$ cat config.mk
export PLATFORM = sky130hd
export DESIGN_NAME = repeater_lane_config_regs
export DESIGN_NICKNAME = d
export VERILOG_FILES = /design/src/hdl/repeater_cfg_pkg.sv /design/src/hdl/repeater_lane_config_regs.sv /design/src/hdl/lane_cfg_bank.sv
export SDC_FILE = /design/constraint.sdc
export NUM_CORES = 1
export LEC_CHECK = 0
export BUFFER_PORTS_ARGS = -buffer_cell sky130_fd_sc_hd__buf_2
export CAP_MARGIN = 0
export CORE_UTILIZATION = 35
export CTS_CLUSTER_DIAMETER = 40
export DETAILED_ROUTE_END_ITERATION = 10
export GPL_TIMING_DRIVEN = 1
export MAX_ROUTING_LAYER = met4
export SKIP_LAST_GASP = 1
export SLEW_MARGIN = 10
export SYNTH_ARGS = -nofsm -noshare
export SYNTH_HDL_FRONTEND = slang
export SYNTH_SLANG_ARGS = --single-unit
$ cat constraint.sdc
create_clock -name clk -period 2.2 [get_ports clk]
set_clock_uncertainty 0.2 [all_clocks]
set_input_delay 0.22 -clock clk [delete_from_list [all_inputs] [get_ports clk]]
set_output_delay 0.22 -clock clk [all_outputs]
set_load 0.01 [all_outputs]
$ cat src/hdl/repeater_cfg_pkg.sv
package repeater_cfg_pkg;

  // Register offsets
  localparam logic [7:0] OFS_SOFT_RESET  = 8'h00;
  localparam logic [7:0] OFS_LANE_PD     = 8'h01;
  localparam logic [7:0] OFS_PD_OVERRIDE = 8'h02;
  localparam logic [7:0] OFS_PIN_OVR     = 8'h08;
  localparam logic [7:0] OFS_IDLE_RATE   = 8'h0E;
  localparam logic [7:0] OFS_EQ          = 8'h0F;

  // Reset values
  localparam logic [7:0] RST_SOFT_RESET  = 8'h00;
  localparam logic [7:0] RST_LANE_PD     = 8'h00;
  localparam logic [7:0] RST_PD_OVERRIDE = 8'h00;
  localparam logic [7:0] RST_PIN_OVR     = 8'h00;
  localparam logic [7:0] RST_IDLE_RATE   = 8'h00;
  localparam logic [7:0] RST_EQ          = 8'h20;

  // Field positions
  localparam int BIT_SOFT_RESET   = 0;
  localparam int BIT_PD_PIN_BLOCK = 0;
  localparam int BIT_IDLE_BLOCK   = 4;
  localparam int BIT_RATE_BLOCK   = 2;
  localparam int BIT_IDLE_AUTO    = 5;
  localparam int BIT_IDLE_SEL     = 4;
  localparam int BIT_RATE_AUTO    = 1;
  localparam int BIT_RATE_SEL     = 0;
  localparam int BIT_EQ_ENABLE    = 5;
  localparam int POS_EQ_GAIN      = 3;
  localparam int POS_EQ_BOOST     = 0;
  localparam int SIDE_A_LANE0     = 4;

  // Bus address: fixed upper bits, low four from the address straps
  localparam logic [6:0] BUS_ADDR_BASE = 7'h50;
  localparam logic [3:0] BYTE_BITS     = 4'h8;

  // Stored configuration bytes
  typedef struct packed {
    logic [7:0] softReset;
    logic [7:0] lanePowerDown;
    logic [7:0] powerDownOverride;
    logic [7:0] pinOverride;
    logic [7:0] idleRate;
    logic [7:0] equalizer;
  } cfg_t;

  // Effective lane controls driven to the analog lanes
  typedef struct packed {
    logic [7:0] lanePowerDown;
    logic       laneB0Mute;
    logic       laneB0SignalDetectOn;
    logic       laneB0RateHigh;
    logic       laneB0EqActive;
    logic [1:0] laneB0GainStage;
    logic [2:0] laneB0Boost;
  } lane_ctrl_t;

endpackage

$ cat src/hdl/repeater_lane_config_regs.sv
`timescale 1ns/1ps
`default_nettype none

// Function
// - Writing one to reset bit restores every register to its default.
// - Power-down bits 7..4 are side A lanes 3..0, 3..0 side B.
// - Mask zero enables all lanes; all ones powers every lane down.
// - Power-down block bit set ignores the power-down pin; clear, pin ORed with register bits.
// - Idle block bit set takes lane idle away from the idle pin.
// - Rate block bit set takes lane rate away from the rate pin.
// - Idle auto bit selects automatic idle detect, else manual idle bit.
// - Manual idle clear keeps output on, detect off; set mutes output.
// - Rate auto bit selects detection, else rate bit forces 2.5 or 5.0.
// - Equalizer field: enable bit 5, gain stage 4:3, boost 2:0.
// - Equalizer gives 24 settings: three gain stages by eight boosts.
// - Write: address+write, ack, register byte, ack, data byte, ack.
// - Read: register byte as write, restart with read, one byte, NACK, stop.
module repeater_lane_config_regs
(
  // Clock, reset, enable
  input  wire logic                        clk,
  input  wire logic                        rst_n,
  input  wire logic                        ce,
  // Management bus pins
  input  wire logic                        mgmt_bus_enable_pin,
  input  wire logic [3:0]                  addrPins,
  input  wire logic                        scl,
  input  wire logic                        sdaIn,
  output logic                             sdaOut,
  output logic                             sdaOe,
  // External control pins and lane detectors
  input  wire logic                        power_down_pin,
  input  wire logic                        idlePin,
  input  wire logic                        ratePin,
  input  wire logic                        laneB0IdleDetected,
  input  wire logic                        laneB0HighRateDetected,
  // Lane controls
  output repeater_cfg_pkg::lane_ctrl_t     laneCtrl
);

  typedef enum logic [3:0] {
    S_IDLE, S_ADDR, S_ACK_ADDR, S_REG, S_ACK_REG,
    S_WDATA, S_ACK_DATA, S_READ, S_READ_ACK, S_IGNORE
  } bus_state_t;

  bus_state_t state;
  bus_state_t next_state;
  logic [3:0] bitCnt;
  logic [3:0] next_bitCnt;
  logic [7:0] shiftReg;
  logic [7:0] next_shiftReg;
  logic [7:0] regAddr;
  logic [7:0] next_regAddr;
  logic       readMode;
  logic       next_readMode;
  logic       hostAck;
  logic       next_hostAck;
  logic       sclPrev;
  logic       sdaPrev;
  logic       wrEn;
  logic [7:0] rdData;
  logic       sclRise;
  logic       sclFall;
  logic       startSeen;
  logic       stopSeen;
  logic [6:0] ownAddr;

  repeater_cfg_pkg::cfg_t      cfg;
  repeater_cfg_pkg::lane_ctrl_t next_laneCtrl;

  // Bus conditions from the previous pin sample
  assign sclRise   = scl && !sclPrev;
  assign sclFall   = !scl && sclPrev;
  assign startSeen = scl && sclPrev && sdaPrev && !sdaIn;
  assign stopSeen  = scl && sclPrev && !sdaPrev && sdaIn;
  assign ownAddr   = repeater_cfg_pkg::BUS_ADDR_BASE | {3'h0, addrPins};

  // Open-drain data pin: only ever pulls low
  assign sdaOut = 1'b0;

  // Acknowledge slots pull low; read bits pull low for zeros
  always_comb
  begin
    case (state)
      S_ACK_ADDR, S_ACK_REG, S_ACK_DATA: sdaOe = 1'b1;
      S_READ:                            sdaOe = !shiftReg[7];
      default:                           sdaOe = 1'b0;
    endcase
  end

  // Bus slave sequencing: sample on clock rise, drive after clock fall
  always_comb
  begin
    next_state    = state;
    next_bitCnt   = bitCnt;
    next_shiftReg = shiftReg;
    next_regAddr  = regAddr;
    next_readMode = readMode;
    next_hostAck  = hostAck;
    wrEn          = 1'b0;
    if (!mgmt_bus_enable_pin)
    begin
      next_state = S_IDLE;
    end
    else if (startSeen)
    begin
      next_state  = S_ADDR; // Repeated start also lands here
      next_bitCnt = 4'h0;
    end
    else if (stopSeen)
    begin
      next_state = S_IDLE;
    end
    else
    begin
      case (state)
        S_ADDR, S_REG, S_WDATA:
        begin
          if (sclRise)
          begin
            next_shiftReg = {shiftReg[6:0], sdaIn};
            next_bitCnt   = bitCnt + 4'h1;
          end
          else if (sclFall && bitCnt == repeater_cfg_pkg::BYTE_BITS)
          begin
            next_bitCnt = 4'h0;
            if (state == S_ADDR && shiftReg[7:1] == ownAddr)
            begin
              next_readMode = shiftReg[0];
              next_state    = S_ACK_ADDR;
            end
            else if (state == S_ADDR)
            begin
              next_state = S_IGNORE; // Not our address: stay off the bus
            end
            else if (state == S_REG)
            begin
              next_regAddr = shiftReg;
              next_state   = S_ACK_REG;
            end
            else
            begin
              wrEn       = 1'b1;
              next_state = S_ACK_DATA;
            end
          end
        end
        S_ACK_ADDR:
        begin
          if (sclFall && readMode)
          begin
            next_shiftReg = rdData;
            next_state    = S_READ;
          end
          else if (sclFall)
          begin
            next_state = S_REG;
          end
        end
        S_ACK_REG:
        begin
          if (sclFall)
            next_state = S_WDATA;
        end
        S_ACK_DATA:
        begin
          // Single data byte per write; further bytes are not acknowledged
          if (sclFall)
            next_state = S_IGNORE;
        end
        S_READ:
        begin
          if (sclFall && bitCnt == 4'h7)
          begin
            next_bitCnt = 4'h0;
            next_state  = S_READ_ACK;
          end
          else if (sclFall)
          begin
            next_shiftReg = {shiftReg[6:0], 1'b0};
            next_bitCnt   = bitCnt + 4'h1;
          end
        end
        S_READ_ACK:
        begin
          if (sclRise)
          begin
            next_hostAck = !sdaIn;
          end
          else if (sclFall && hostAck)
          begin
            next_shiftReg = rdData; // Host asked again: same register
            next_state    = S_READ;
          end
          else if (sclFall)
          begin
            next_state = S_IGNORE;
          end
        end
        S_IGNORE:
          next_state = S_IGNORE;
        default:
          next_state = S_IDLE;
      endcase
    end
  end

  // Slave state registers
  always_ff @(posedge clk)
  begin
    if (!rst_n)
    begin
      state    <= S_IDLE;
      bitCnt   <= 4'h0;
      shiftReg <= 8'h00;
      regAddr  <= 8'h00;
      readMode <= 1'b0;
      hostAck  <= 1'b0;
      sclPrev  <= 1'b1;
      sdaPrev  <= 1'b1;
    end
    else if (ce)
    begin
      state    <= next_state;
      bitCnt   <= next_bitCnt;
      shiftReg <= next_shiftReg;
      regAddr  <= next_regAddr;
      readMode <= next_readMode;
      hostAck  <= next_hostAck;
      sclPrev  <= scl;
      sdaPrev  <= sdaIn;
    end
  end

  // Register storage with registered read data
  lane_cfg_bank u_bank
  (
    .clk    (clk),
    .rst_n  (rst_n),
    .ce     (ce),
    .wrEn   (wrEn),
    .wrAddr (regAddr),
    .wrData (shiftReg),
    .rdAddr (regAddr),
    .rdData (rdData),
    .cfg    (cfg)
  );

  // Pin versus register arbitration; pins alone while the bus is disabled
  always_comb
  begin
    next_laneCtrl = '0;
    if (mgmt_bus_enable_pin && cfg.powerDownOverride[repeater_cfg_pkg::BIT_PD_PIN_BLOCK])
      next_laneCtrl.lanePowerDown = cfg.lanePowerDown;
    else if (mgmt_bus_enable_pin)
      next_laneCtrl.lanePowerDown = cfg.lanePowerDown | {8{power_down_pin}};
    else
      next_laneCtrl.lanePowerDown = {8{power_down_pin}};

    if (mgmt_bus_enable_pin && cfg.pinOverride[repeater_cfg_pkg::BIT_IDLE_BLOCK]
        && cfg.idleRate[repeater_cfg_pkg::BIT_IDLE_AUTO])
    begin
      next_laneCtrl.laneB0Mute           = laneB0IdleDetected;
      next_laneCtrl.laneB0SignalDetectOn = 1'b1;
    end
    else if (mgmt_bus_enable_pin && cfg.pinOverride[repeater_cfg_pkg::BIT_IDLE_BLOCK])
    begin
      next_laneCtrl.laneB0Mute           = cfg.idleRate[repeater_cfg_pkg::BIT_IDLE_SEL];
      next_laneCtrl.laneB0SignalDetectOn = 1'b0;
    end
    else
    begin
      next_laneCtrl.laneB0Mute           = idlePin;
      next_laneCtrl.laneB0SignalDetectOn = 1'b1;
    end

    if (mgmt_bus_enable_pin && cfg.pinOverride[repeater_cfg_pkg::BIT_RATE_BLOCK]
        && cfg.idleRate[repeater_cfg_pkg::BIT_RATE_AUTO])
      next_laneCtrl.laneB0RateHigh = laneB0HighRateDetected;
    else if (mgmt_bus_enable_pin && cfg.pinOverride[repeater_cfg_pkg::BIT_RATE_BLOCK])
      next_laneCtrl.laneB0RateHigh = cfg.idleRate[repeater_cfg_pkg::BIT_RATE_SEL];
    else
      next_laneCtrl.laneB0RateHigh = ratePin;

    // Gain stage zero is bypass, leaving three real stages by eight boosts
    next_laneCtrl.laneB0GainStage = cfg.equalizer[repeater_cfg_pkg::POS_EQ_GAIN +: 2];
    next_laneCtrl.laneB0Boost     = cfg.equalizer[repeater_cfg_pkg::POS_EQ_BOOST +: 3];
    next_laneCtrl.laneB0EqActive  = cfg.equalizer[repeater_cfg_pkg::BIT_EQ_ENABLE]
                                    && (cfg.equalizer[repeater_cfg_pkg::POS_EQ_GAIN +: 2] != 2'h0);
  end

  // Lane control outputs from flip-flops
  always_ff @(posedge clk)
  begin
    if (!rst_n)
    begin
      laneCtrl <= '0;
    end
    else if (ce)
    begin
      laneCtrl <= next_laneCtrl;
    end
  end

endmodule

`default_nettype wire

$ cat src/hdl/lane_cfg_bank.sv
`timescale 1ns/1ps
`default_nettype none

module lane_cfg_bank
(
  // Clock and reset
  input  wire logic                    clk,
  input  wire logic                    rst_n,
  input  wire logic                    ce,
  // Write port
  input  wire logic                    wrEn,
  input  wire logic [7:0]              wrAddr,
  input  wire logic [7:0]              wrData,
  // Read port
  input  wire logic [7:0]              rdAddr,
  output logic      [7:0]              rdData,
  // Stored values
  output repeater_cfg_pkg::cfg_t       cfg
);

  repeater_cfg_pkg::cfg_t defaults;
  repeater_cfg_pkg::cfg_t next_cfg;
  logic [7:0]             next_rdData;

  assign defaults = '{softReset:         repeater_cfg_pkg::RST_SOFT_RESET,
                      lanePowerDown:     repeater_cfg_pkg::RST_LANE_PD,
                      powerDownOverride: repeater_cfg_pkg::RST_PD_OVERRIDE,
                      pinOverride:       repeater_cfg_pkg::RST_PIN_OVR,
                      idleRate:          repeater_cfg_pkg::RST_IDLE_RATE,
                      equalizer:         repeater_cfg_pkg::RST_EQ};

  // Write decode; reserved bits are kept but drive nothing
  always_comb
  begin
    next_cfg = cfg;
    if (wrEn && wrAddr == repeater_cfg_pkg::OFS_SOFT_RESET
        && wrData[repeater_cfg_pkg::BIT_SOFT_RESET])
    begin
      next_cfg = defaults;
    end
    else if (wrEn && wrAddr == repeater_cfg_pkg::OFS_SOFT_RESET)
    begin
      next_cfg.softReset = wrData;
    end
    else if (wrEn && wrAddr == repeater_cfg_pkg::OFS_LANE_PD)
    begin
      next_cfg.lanePowerDown = wrData;
    end
    else if (wrEn && wrAddr == repeater_cfg_pkg::OFS_PD_OVERRIDE)
    begin
      next_cfg.powerDownOverride = wrData;
    end
    else if (wrEn && wrAddr == repeater_cfg_pkg::OFS_PIN_OVR)
    begin
      next_cfg.pinOverride = wrData;
    end
    else if (wrEn && wrAddr == repeater_cfg_pkg::OFS_IDLE_RATE)
    begin
      next_cfg.idleRate = wrData;
    end
    else if (wrEn && wrAddr == repeater_cfg_pkg::OFS_EQ)
    begin
      next_cfg.equalizer = wrData;
    end
  end

  // Read mux; unmapped offsets read as zero
  always_comb
  begin
    if (rdAddr == repeater_cfg_pkg::OFS_SOFT_RESET)
      next_rdData = cfg.softReset;
    else if (rdAddr == repeater_cfg_pkg::OFS_LANE_PD)
      next_rdData = cfg.lanePowerDown;
    else if (rdAddr == repeater_cfg_pkg::OFS_PD_OVERRIDE)
      next_rdData = cfg.powerDownOverride;
    else if (rdAddr == repeater_cfg_pkg::OFS_PIN_OVR)
      next_rdData = cfg.pinOverride;
    else if (rdAddr == repeater_cfg_pkg::OFS_IDLE_RATE)
      next_rdData = cfg.idleRate;
    else if (rdAddr == repeater_cfg_pkg::OFS_EQ)
      next_rdData = cfg.equalizer;
    else
      next_rdData = 8'h00;
  end

  // Storage and registered read data
  always_ff @(posedge clk)
  begin
    if (!rst_n)
    begin
      cfg    <= defaults;
      rdData <= 8'h00;
    end
    else if (ce)
    begin
      cfg    <= next_cfg;
      rdData <= next_rdData;
    end
  end

endmodule

`default_nettype wire

==> Word level (Yosys, flattened, before mapping) <==
Cells that the tools add are included.
{ "totals": {"regBits": 101, "latch_bits": 0, "mem_bits_rw": 0, "rom_bits": 0, "output_inout_bits": 19, "wordCells": 184, "memories": 0} }
{ "classes": {"n_addsub": 1, "mul": 0, "div": 0, "n_lt_le_gt_ge": 0, "n_eq_ne": 37, "shifts": 0, "muxes": 64, "bitwise": 6, "reduce_logical": 54} }
{ "ops": {"columns": ["operator", "count"], "rows": [
  ["8-bit 2-to-1 mux", 21],
  ["4-bit 2-to-1 mux", 20],
  ["48-bit 2-to-1 mux", 1],
  ["40-bit 2-to-1 mux", 1],
  ["32-bit 2-to-1 mux", 1],
  ["8-bit one-hot mux with 4 select lines", 1],
  ["4-bit one-hot mux with 7 select lines", 1],
  ["1-bit logical AND", 25],
  ["5-bit inequality test (second input constant)", 5],
  ["8-bit by 4-bit == test with 1-bit output (second input constant)", 3],
  ["24-bit 2-to-1 mux", 1],
  ["4-bit by 3-bit == test with 1-bit output (second input constant)", 5],
  ["6-bit AND reduction", 3],
  ["16-bit 2-to-1 mux", 1],
  ["2-bit inequality test (second input constant)", 8],
  ["7-bit AND reduction", 2],
  ["2-bit nonzero test", 7],
  ["4-bit == test (second input constant)", 3],
  ["1-bit 2-to-1 mux", 11],
  ["11-bit AND reduction", 1],
  ["10-bit AND reduction", 1],
  ["4-bit by 2-bit == test with 1-bit output (second input constant)", 2],
  ["8-bit by 1-bit == test with 1-bit output (second input constant)", 1],
  ["8-bit by 2-bit == test with 1-bit output (second input constant)", 1],
  ["21 further kinds", 36]
]} }

==> Longest topological paths before layout <==
Gate-level depths: netlist (run 1).
{ "logic_depth": {"depth_word": 18, "mapped_depth": 9, "depth_no_buf": 7} }

==> Hierarchy <==
A second synthesis (run 1) with hierarchy kept.
{ "unflattened": {"hier_cells": 583, "area_unflattened_um2": 5188.7} }
{ "by_module_without_submodules": {"columns": ["mod", "instances", "cells_per_inst", "area_each_um2", "seq_area_each_um2"], "rows": [
  ["lane_cfg_bank", 1, 292, 2721.4, 1121.1],
  ["repeater_lane_config_regs", 1, 291, 2467.4, 900.9]
]} }

==> Worst setup path before layout (run 1) <==
No wires, ideal clock.
{ "synth_timing": {"kind": "register -> register", "start": "register bitCnt[0]", "end": "register, netlist name u_bank.cfg[25]", "setup_time_ns": 0.128, "t_arrival_ns": 1.716, "required_ns": 1.872, "path_slack_ns": 0.157, "stages_incl_launch_ff": 10, "synth_period_minus_slack_ns": 2.043, "cell_sequence": "dfxtp_1 -> inv_1 -> ha_1 -> nand4b_1 -> and4bb_2 -> buf_2 -> o2111a_1 -> buf_4 -> mux2i_1 -> nor2_1"} }
{ "synth_between": {"elab_chain_len": 12, "elab_cells_between_ends": 17} }
{ "synth_lines": {"columns": ["item", "line_no", "text"], "rows": [
  ["from (decl)", "repeater_lane_config_regs.sv:48", "logic [3:0] bitCnt;"],
  ["from (signal assigned)", "repeater_lane_config_regs.sv:225", "bitCnt <= next_bitCnt;"],
  ["4-bit == test (*)", "repeater_lane_config_regs.sv:124", "else if (sclFall && bitCnt == repeater_cfg_pkg::BYTE_BITS)"],
  ["1-bit logical AND (*)", "repeater_lane_config_regs.sv:124", null],
  ["1-bit 2-to-1 mux (*)", "repeater_lane_config_regs.sv:124", null],
  ["1-bit 2-to-1 mux (*)", "repeater_lane_config_regs.sv:119", "if (sclRise)"],
  ["1-bit 2-to-1 mux (*)", "repeater_lane_config_regs.sv:116", "case (state)"],
  ["1-bit 2-to-1 mux (*)", "repeater_lane_config_regs.sv:110", "else if (stopSeen)"],
  ["1-bit 2-to-1 mux (*)", "repeater_lane_config_regs.sv:105", "else if (startSeen)"],
  ["1-bit 2-to-1 mux (*)", "repeater_lane_config_regs.sv:101", "if (!mgmt_bus_enable_pin)"],
  ["1-bit logical AND", "lane_cfg_bank.sv:36, lane_cfg_bank.sv:41", null],
  ["1-bit logical AND", "lane_cfg_bank.sv:37", "&& wrData[repeater_cfg_pkg::BIT_SOFT_RESET])"],
  ["2-bit inequality test (no line) (tied with other cells)", null, null],
  ["4-bit AND reduction (no line)", null, null]
]} }
Every way passes the cells marked *; elsewhere a longest branch is shown, timed or not.
A chain may end at the register's enable or synchronous reset.

==> Worst setup path in the final report (run 1) <==
{ "layout_timing": {"start": "register regAddr[5]", "end": "register u_bank.rdData[7]"} }
{ "layout_between": {"elab_chain_len": 7, "elab_cells_between_ends": 12} }
{ "layout_lines": {"columns": ["item", "line_no", "text"], "rows": [
  ["from (decl)", "repeater_lane_config_regs.sv:52", "logic [7:0] regAddr;"],
  ["from (signal assigned)", "repeater_lane_config_regs.sv:227", "regAddr <= next_regAddr;"],
  ["8-bit by 4-bit == test with 1-bit output", "lane_cfg_bank.sv:80", "else if (rdAddr == repeater_cfg_pkg::OFS_EQ)"],
  ["8-bit 2-to-1 mux", "lane_cfg_bank.sv:80", null],
  ["8-bit 2-to-1 mux", "lane_cfg_bank.sv:78", "else if (rdAddr == repeater_cfg_pkg::OFS_IDLE_RATE)"],
  ["8-bit 2-to-1 mux", "lane_cfg_bank.sv:76", "else if (rdAddr == repeater_cfg_pkg::OFS_PIN_OVR)"],
  ["8-bit 2-to-1 mux", "lane_cfg_bank.sv:74", "else if (rdAddr == repeater_cfg_pkg::OFS_PD_OVERRIDE)"],
  ["8-bit 2-to-1 mux", "lane_cfg_bank.sv:72", "else if (rdAddr == repeater_cfg_pkg::OFS_LANE_PD)"],
  ["8-bit 2-to-1 mux (*)", "lane_cfg_bank.sv:70", "if (rdAddr == repeater_cfg_pkg::OFS_SOFT_RESET)"],
  ["to (signal assigned)", "lane_cfg_bank.sv:97", "rdData <= next_rdData;"],
  ["to (decl)", "lane_cfg_bank.sv:16", "output logic [7:0] rdData,"]
]} }
Marks and branches as above.

==> flow_summary.toml, run 1 <==
[timing]
finalHoldViolCount = 0
finalCritPeriodShare = 0.979
whs_ps = 47.2
slew_viol_final = 0
fin_crit_ps = 2150
finalSetupViolCount = 0
rsz0062_at_grt = "yes"
tightest_slew_ps = 499
slew_headroom = 0.666
max_clock_freq_mhz = 464

[routing]
wl_per_cell_um = 17.9
routed_wl_um = 14500
drc_errors = 0
ant_nets = 0
vias = 4649
firstDrtPassIters = 5
drt-initial-drc-count = 383
viasPerCell = 5.72

[pwr]
p_int_uw = 2710
switching_share = 0.248
power_frac_comb = 0.059
clkPwrFrac = 0.422
seqPwrFrac = 0.518
netSwitchingPower_uw = 893
power_density_nw_per_um2 = 587
ir_worst_vdd_mv = 0.496
total_power_uw = 3600
leakage_uw = 0.00253

[synthesis]
synth_cell_types = 60
seq_area_frac_synth = 0.398
syn-instance-count = 576
syn_area_per_cell_sq_um = 8.82
yosys_register_bits = 101
yosys_warnings = 0
synth_edf_count = 0
syn_nets = 593
synthArstFlopShare = 0
synth_area_sq_um = 5080
synth-main-ff-cell = "dfxtp_1"

[clock_tree]
cts.path.max_buffers = 2
clock-sinks = 101
htree_levels = 3
tritoncts = "built"
insertion_delay_ps = 360
numCtsBuffers = 9
cts-root-buf = "clkbuf_16"
path_clk_slew_ps = 70

[global_route]
grt_pass1_vias = 4290
track_usage = 0.208
grt_max_degree = 82
grt_first_pass_wirelength_um = 23200
antenna_found_initial = 0
overflow = 0

[final_layout]
drive_gt1_frac = 0.218
nets = 645
antenna_cells = 0
final_util = 0.437
n_fill_cell = 1390
area_growth_pct = 20.8

[placement]
place_congestion = 0.897
portBuffers = 32
hpwl_um = 10100

[worst_hold_path]
min_path_type = "input port to flop"

[setup_path]
crit_type = "flop to flop"
worstPathArrival_ps = 2180
crit_required_ps = 2230
critPathMaxFanout = 8
crit_path_start_kind = "flop"
end_kind = "flop"

[floorplanning]
start_util = 0.362
die_x_um = 122
core-area_sq_um = 14000
rows = 43
die_area_sq_um = 15000
io_pins = 34
die_h_um = 122

[run]
max-cap-violations = 0

[run_status]
status = "finished clean"
[layout make-up]
| type | count | area (sq um) | share of cell area |
|---|---|---|---|
| multi-input combinational | 420 | 2940 | 0.478 |
| sequential | 101 | 2030 | 0.330 |
| clock inverter | 6 | 47.5 | 0.00775 |
| inverter | 8 | 30.0 | 0.00489 |
| clock buffer | 10 | 229 | 0.0373 |
| timing repair buffer | 88 | 642 | 0.105 |
| tap | 180 | 225 | 0.0367 |
[path summary, 6_finish.rpt]
| check | slack [ps] | to | startpoint | depth (start not counted) |
|---|---|---|---|---|
| worst min-delay path | 50 | sdaPrev | sdaIn | 3 |
| worst max-delay path | 50 | u_bank.rdData[7] | regAddr[5] | 6 |
| worst min register to register | 260 | laneCtrl[15] | laneCtrl[15] | 2 |
| worst max register to register | 50 | u_bank.rdData[7] | regAddr[5] | 6 |
[layout by cell type (no fill, tap or decap), drive strengths merged, types with 3 or more instances in the layout]
| master | Yosys | routed |
|---|---|---|
| dfxtp | 101 | 101 |
| buf | 21 | 87 |
| nor2 | 74 | 74 |
| mux2i | 69 | 69 |
| a21oi | 44 | 44 |
| nand2 | 31 | 31 |
| o21ai | 31 | 31 |
| a31oi | 19 | 19 |
| nand3 | 10 | 10 |
| a22oi | 10 | 10 |
| a311oi | 10 | 10 |
| clkbuf | 26 | 10 |
| inv | 8 | 10 |
| o22ai | 9 | 9 |
| o221ai | 9 | 9 |
| o31a | 8 | 8 |
| a21boi | 8 | 8 |
| nor2b | 7 | 7 |
| nand2b | 6 | 6 |
| xor2 | 6 | 6 |
| nand4b | 5 | 5 |
| and2 | 5 | 5 |
| o21a | 5 | 5 |
| nor4 | 5 | 5 |
| o31ai | 4 | 4 |
| nor3b | 4 | 4 |
| and4b | 3 | 3 |
| and3 | 3 | 3 |
| nand4 | 3 | 3 |
| o32ai | 3 | 3 |
| o211a | 3 | 3 |
[critical path: stages (launching register included)]
cell and delay [ps]:
dfxtp_1 340, or4_4 530, buf_8 160, or3_4 390
o31a_1 130, o21ai_1 170, a31oi_1 110
[through the flow]
| stage | setup WS [ps] | instance area [sq um] | TNS (ps) | instances |
|---|---|---|---|---|
| 2_1_floorplan | 157 | 5080 | 0 | 576 |
| 3_3_place_gp | -12.9 | 5690 | -14.5 | 793 |
| 3_5_place_dp | -24.0 | 5690 | -59.9 | 793 |
| 4_1_cts | 12.4 | 5980 | 0 | 810 |
| 5_1_grt | -49.6 | 6140 | -344 | 813 |
| 6_report | 46.3 | 6140 | 0 | 813 |
[power groups by stage]
stage                     sequential [uW]  combinational [uW]  clock (uW)
after floorplan                      1910                 122           0
after global placement               1910                 199           0
after detailed placement             1910                 202           0
after CTS                            1860                 205        1570
after global routing                 1870                 233        1620
final                                1870                 214        1520
[Yosys cell counts, types with 7 or more instances]
cell | n | area (sq um)
a21boi_0 | 8 | 60.1
a21oi_1 | 44 | 220
a22oi_1 | 10 | 75.1
a311oi_1 | 10 | 87.6
a31oi_1 | 19 | 119
buf_2 | 10 | 50.1
clkbuf_1 | 25 | 93.8
dfxtp_1 | 101 | 2020
inv_1 | 7 | 26.3
mux2i_1 | 69 | 691
nand2_1 | 30 | 113
nand3_1 | 10 | 50.1
nor2_1 | 74 | 278
nor2b_1 | 7 | 43.8
o21ai_0 | 19 | 95.1
o21ai_1 | 8 | 40.0
o221ai_1 | 9 | 78.8
o22ai_1 | 9 | 56.3
o31a_1 | 8 | 70.1
[what timing repair did]
item / in CTS / in global routing
endpoints found under the setup margin: 8 / 77
hold buffers: 1 / 0
endpoints found under the hold margin: 1 / 0
pin swaps: 0 / 12
resized for setup: 2 / 37
buffers inserted: 0 / 2
gates cloned: 0 / 1
[logic make-up (layout without fill, tap and decap cells)]
logic type,Yosys count,count (layout),share of synthesized area
buffers and inverters,55,112,0.0485
adder cells (fa/ha/maj),2,2,0.00493
flip-flops,101,101,0.398
other,1,1,0.000738
multiplexers,69,69,0.136
XOR/XNOR,6,6,0.0103
AND/OR/NAND/NOR,170,170,0.177
AO/OA/AOI/OAI,172,172,0.224
[registers in the layout (all words and copies together), names as in the netlist, 4 cells and up]
signal,count
regAddr,8
state,4
u_bank.cfg,48
laneCtrl,17
u_bank.rdData,8
shiftReg,8
bitCnt,4
[routing by layer]
metal,vias up,global-route usage,part of all wire
met4,0,0.0694,0.023
met1,2250,0.285,0.47
met5,-,-,0
met3,23,0.0437,0.053
li1,2227,-,-
met2,149,0.302,0.45
Note: power is estimated with default switching activity, not from simulation.
==> run 2: changes to the inputs <==
- ABC_AREA: unset -> 1
- CORE_MARGIN: unset -> 2
- PLACE_DENSITY_LB_ADDON: unset -> 0.12
==> run 2 against run 1 <==
Against the previous run: utilization is 2.0 points lower; maximum frequency rose by 5.1%; via count increased by 16%; global-route usage is 0.27 points higher; power is 13% higher; sequential share of layout area fell by 0.88 points; register-to-register slack better by 100 ps; count of clock-buffer cells in the layout decreased by 1; critical path type unchanged; critical endpoint is now u_bank.cfg[2]; largest cell class unchanged; highest routed layer unchanged.
==> flow_summary.toml, run 2 <==
[setup_path]
cp-startpoint = "bitCnt[0]"
reg2regPathDepth = 11
end_kind = "flop"
crit_required_ps = 2260
path_buf_inv = 1
crit_type = "flop to flop"
crit_path_start_kind = "flop"
r2r_end = "u_bank.cfg[2]"
worstPathCellList = "inv_1 -> ha_2 -> nand3_2 -> nor2_4 -> nand2_2 -> nor2_8 -> nand3_4 -> nand2_1 -> nand3_1 -> nand2_1 -> nor2_1"
critPathMaxFanout = 10
slowest_delay_ps = 350
cpMostUsedCell = "nand2_1"
critical_path.top_delay_family = "simple AND/OR/NAND/NOR gates"
reg2reg_slack_ps = 150
worstPathArrival_ps = 2110
reg2reg_from = "bitCnt[0]"
slowest_stage = "dfxtp_1"

[global_route]
track_usage = 0.211
grt_pass1_vias = 4979
grt_max_degree = 73
antenna_found_initial = 0
overflow = 0
grt_first_pass_wirelength_um = 26000

[synthesis]
syn_area_per_cell_sq_um = 6.35
synthArstFlopShare = 0
synth-xor-area-share = 0.00491
synthAdderAreaFrac = 0.00468
yosys_warnings = 0
synth.most_common_cell = "nand2_1"
synth_edf_count = 0
synth-compound-area-share = 0.129
synth-main-ff-cell = "dfxtp_1"
synth_area_sq_um = 5350
synthTopCellsByCount = "nand2_1, nor2_1, dfxtp_1"
synth_cell_types = 36
synth_top_family_by_area = "simple AND/OR/NAND/NOR gates"
yosysTopAreaCell = "dfxtp_1"
yosysTopAreaCellShare = 0.378
synthMuxAreaShare = 0.00211
yosys.area_share.simple = 0.377
yosys_register_bits = 101
syn-instance-count = 842
synth.area.top_cells = "dfxtp_1, nand2_1, nor2_1"
seq_area_frac_synth = 0.378
syn_nets = 859

[clock_tree]
clock-sinks = 101
tritoncts = "built"
cts-root-buf = "clkbuf_16"
numCtsBuffers = 9
cts.path.max_buffers = 2
insertion_delay_ps = 360
htree_levels = 3
path_clk_slew_ps = 70

[routing]
ant_nets = 0
vias = 5390
drt-initial-drc-count = 424
drc_errors = 0
firstDrtPassIters = 5
viasPerCell = 4.98
wl_per_cell_um = 15.3
routed_wl_um = 16500

[floorplanning]
io_pins = 34
start_util = 0.354
die_h_um = 128
core-area_sq_um = 15100
die_x_um = 128
die_area_sq_um = 16300
rows = 45

[final_layout]
regMostFlops = "u_bank.cfg"
n_fill_cell = 1650
regArea_sq_um = 2020
drive_gt1_frac = 0.142
reg_top3 = "u_bank.cfg (48), laneCtrl (17)"
area_growth_pct = 17.5
multi_input_area_sq_um = 2860
final_cell_mix = "nand2_1, nor2_1, dfxtp_1, inv_1, a21oi_1"
largest_reg_flops = 48
antenna_cells = 0
nets = 907
mostFrequentLayoutCell = "nand2_1"
stdcell_count = 1082

[timing]
max_clock_freq_mhz = 488
worst_slack_ps = 151
slew_viol_final = 0
finalSetupViolCount = 0
fin_crit_ps = 2050
finalHoldViolCount = 0
rsz0062_at_grt = "yes"
finalCritPeriodShare = 0.931
finalSetupTns_ps = 0

[pwr]
power_density_nw_per_um2 = 647
leakage_uw = 0.00286
ir_worst_vdd_mv = 0.406

[worst_hold_path]
hold_end = "laneCtrl[6]"
hold_depth = 3
min_path_type = "input port to flop"
hold_start = "ratePin"

[placement]
place_congestion = 0.919
portBuffers = 32
pre_cts_slack_ps = 38.5
hpwl_um = 12000
dp_cells = 1058

[run]
max-cap-violations = 0

[run_status]
status = "finished clean"
==> run 2: per-stage QoR <==
stage	hold slack [ps]	utilization	instance area, sq um	power [uW]
after global placement	235	0.386	5830	2330
after detailed placement	239	0.386	5830	2330
final	46.1	0.417	6290	4070
after global routing	58.4	0.417	6290	4220
after floorplan	119	-	5350	2180
after CTS	47.0	0.409	6170	4100
==> run 2: layout make-up <==
type / count / area share
well taps: 188 / 0.0374
clock inverters: 6 / 0.0149
inverters: 101 / 0.0607
flip-flops and latches: 101 / 0.322
clock buffers: 9 / 0.0358
repair buffers: 68 / 0.0752
multi-input cells: 609 / 0.454
==> run 2: power by group <==
part | total, uW | internal (uW) | switching [uW]
Clock | 1780 | 1000 | 771
Combinational | 402 | 134 | 268
Sequential | 1890 | 1860 | 33.1
Total | 4070 | 3000 | 1070
==> run 2: cell families after synthesis <==
family / after synthesis
AND/OR/NAND/NOR: 468
buffers and inverters: 134
AO/OA/AOI/OAI: 132
flip-flops: 101
XOR/XNOR: 3
adder cells (fa/ha/maj): 2
other: 1
multiplexers: 1
==> run 2: repair_timing <==
item,4_1_cts,5_1_grt
resized for setup,0,19
hold buffers,2,0
setup endpoints to repair,0,43
hold endpoints to repair,3,0
setup buffers,0,5
==> run 2: worst min-delay path, stage by stage <==
cell and delay, ps:
buf_2 80, o211ai_1 140, a21oi_1 140
==> run 2: per-layer routing <==
metal / global-route usage / up-vias / wire length [um]
li1: - / 2769 / -
met1: 0.261 / 2496 / 7510
met4: 0.0595 / 0 / 260
met5: - / - / 0
met3: 0.0410 / 14 / 668
met2: 0.351 / 111 / 8100
==> run 2: worst max-delay path by stage <==
stage	end	slack [ps]	cells past startpoint
floorplan	u_bank.cfg[33]	330	12
global placement	u_bank.cfg[39]	70	11
detailed placement	u_bank.cfg[39]	40	11
CTS	u_bank.cfg[39]	30	11
global route	u_bank.cfg[37]	-10	11
finish	u_bank.cfg[2]	150	11
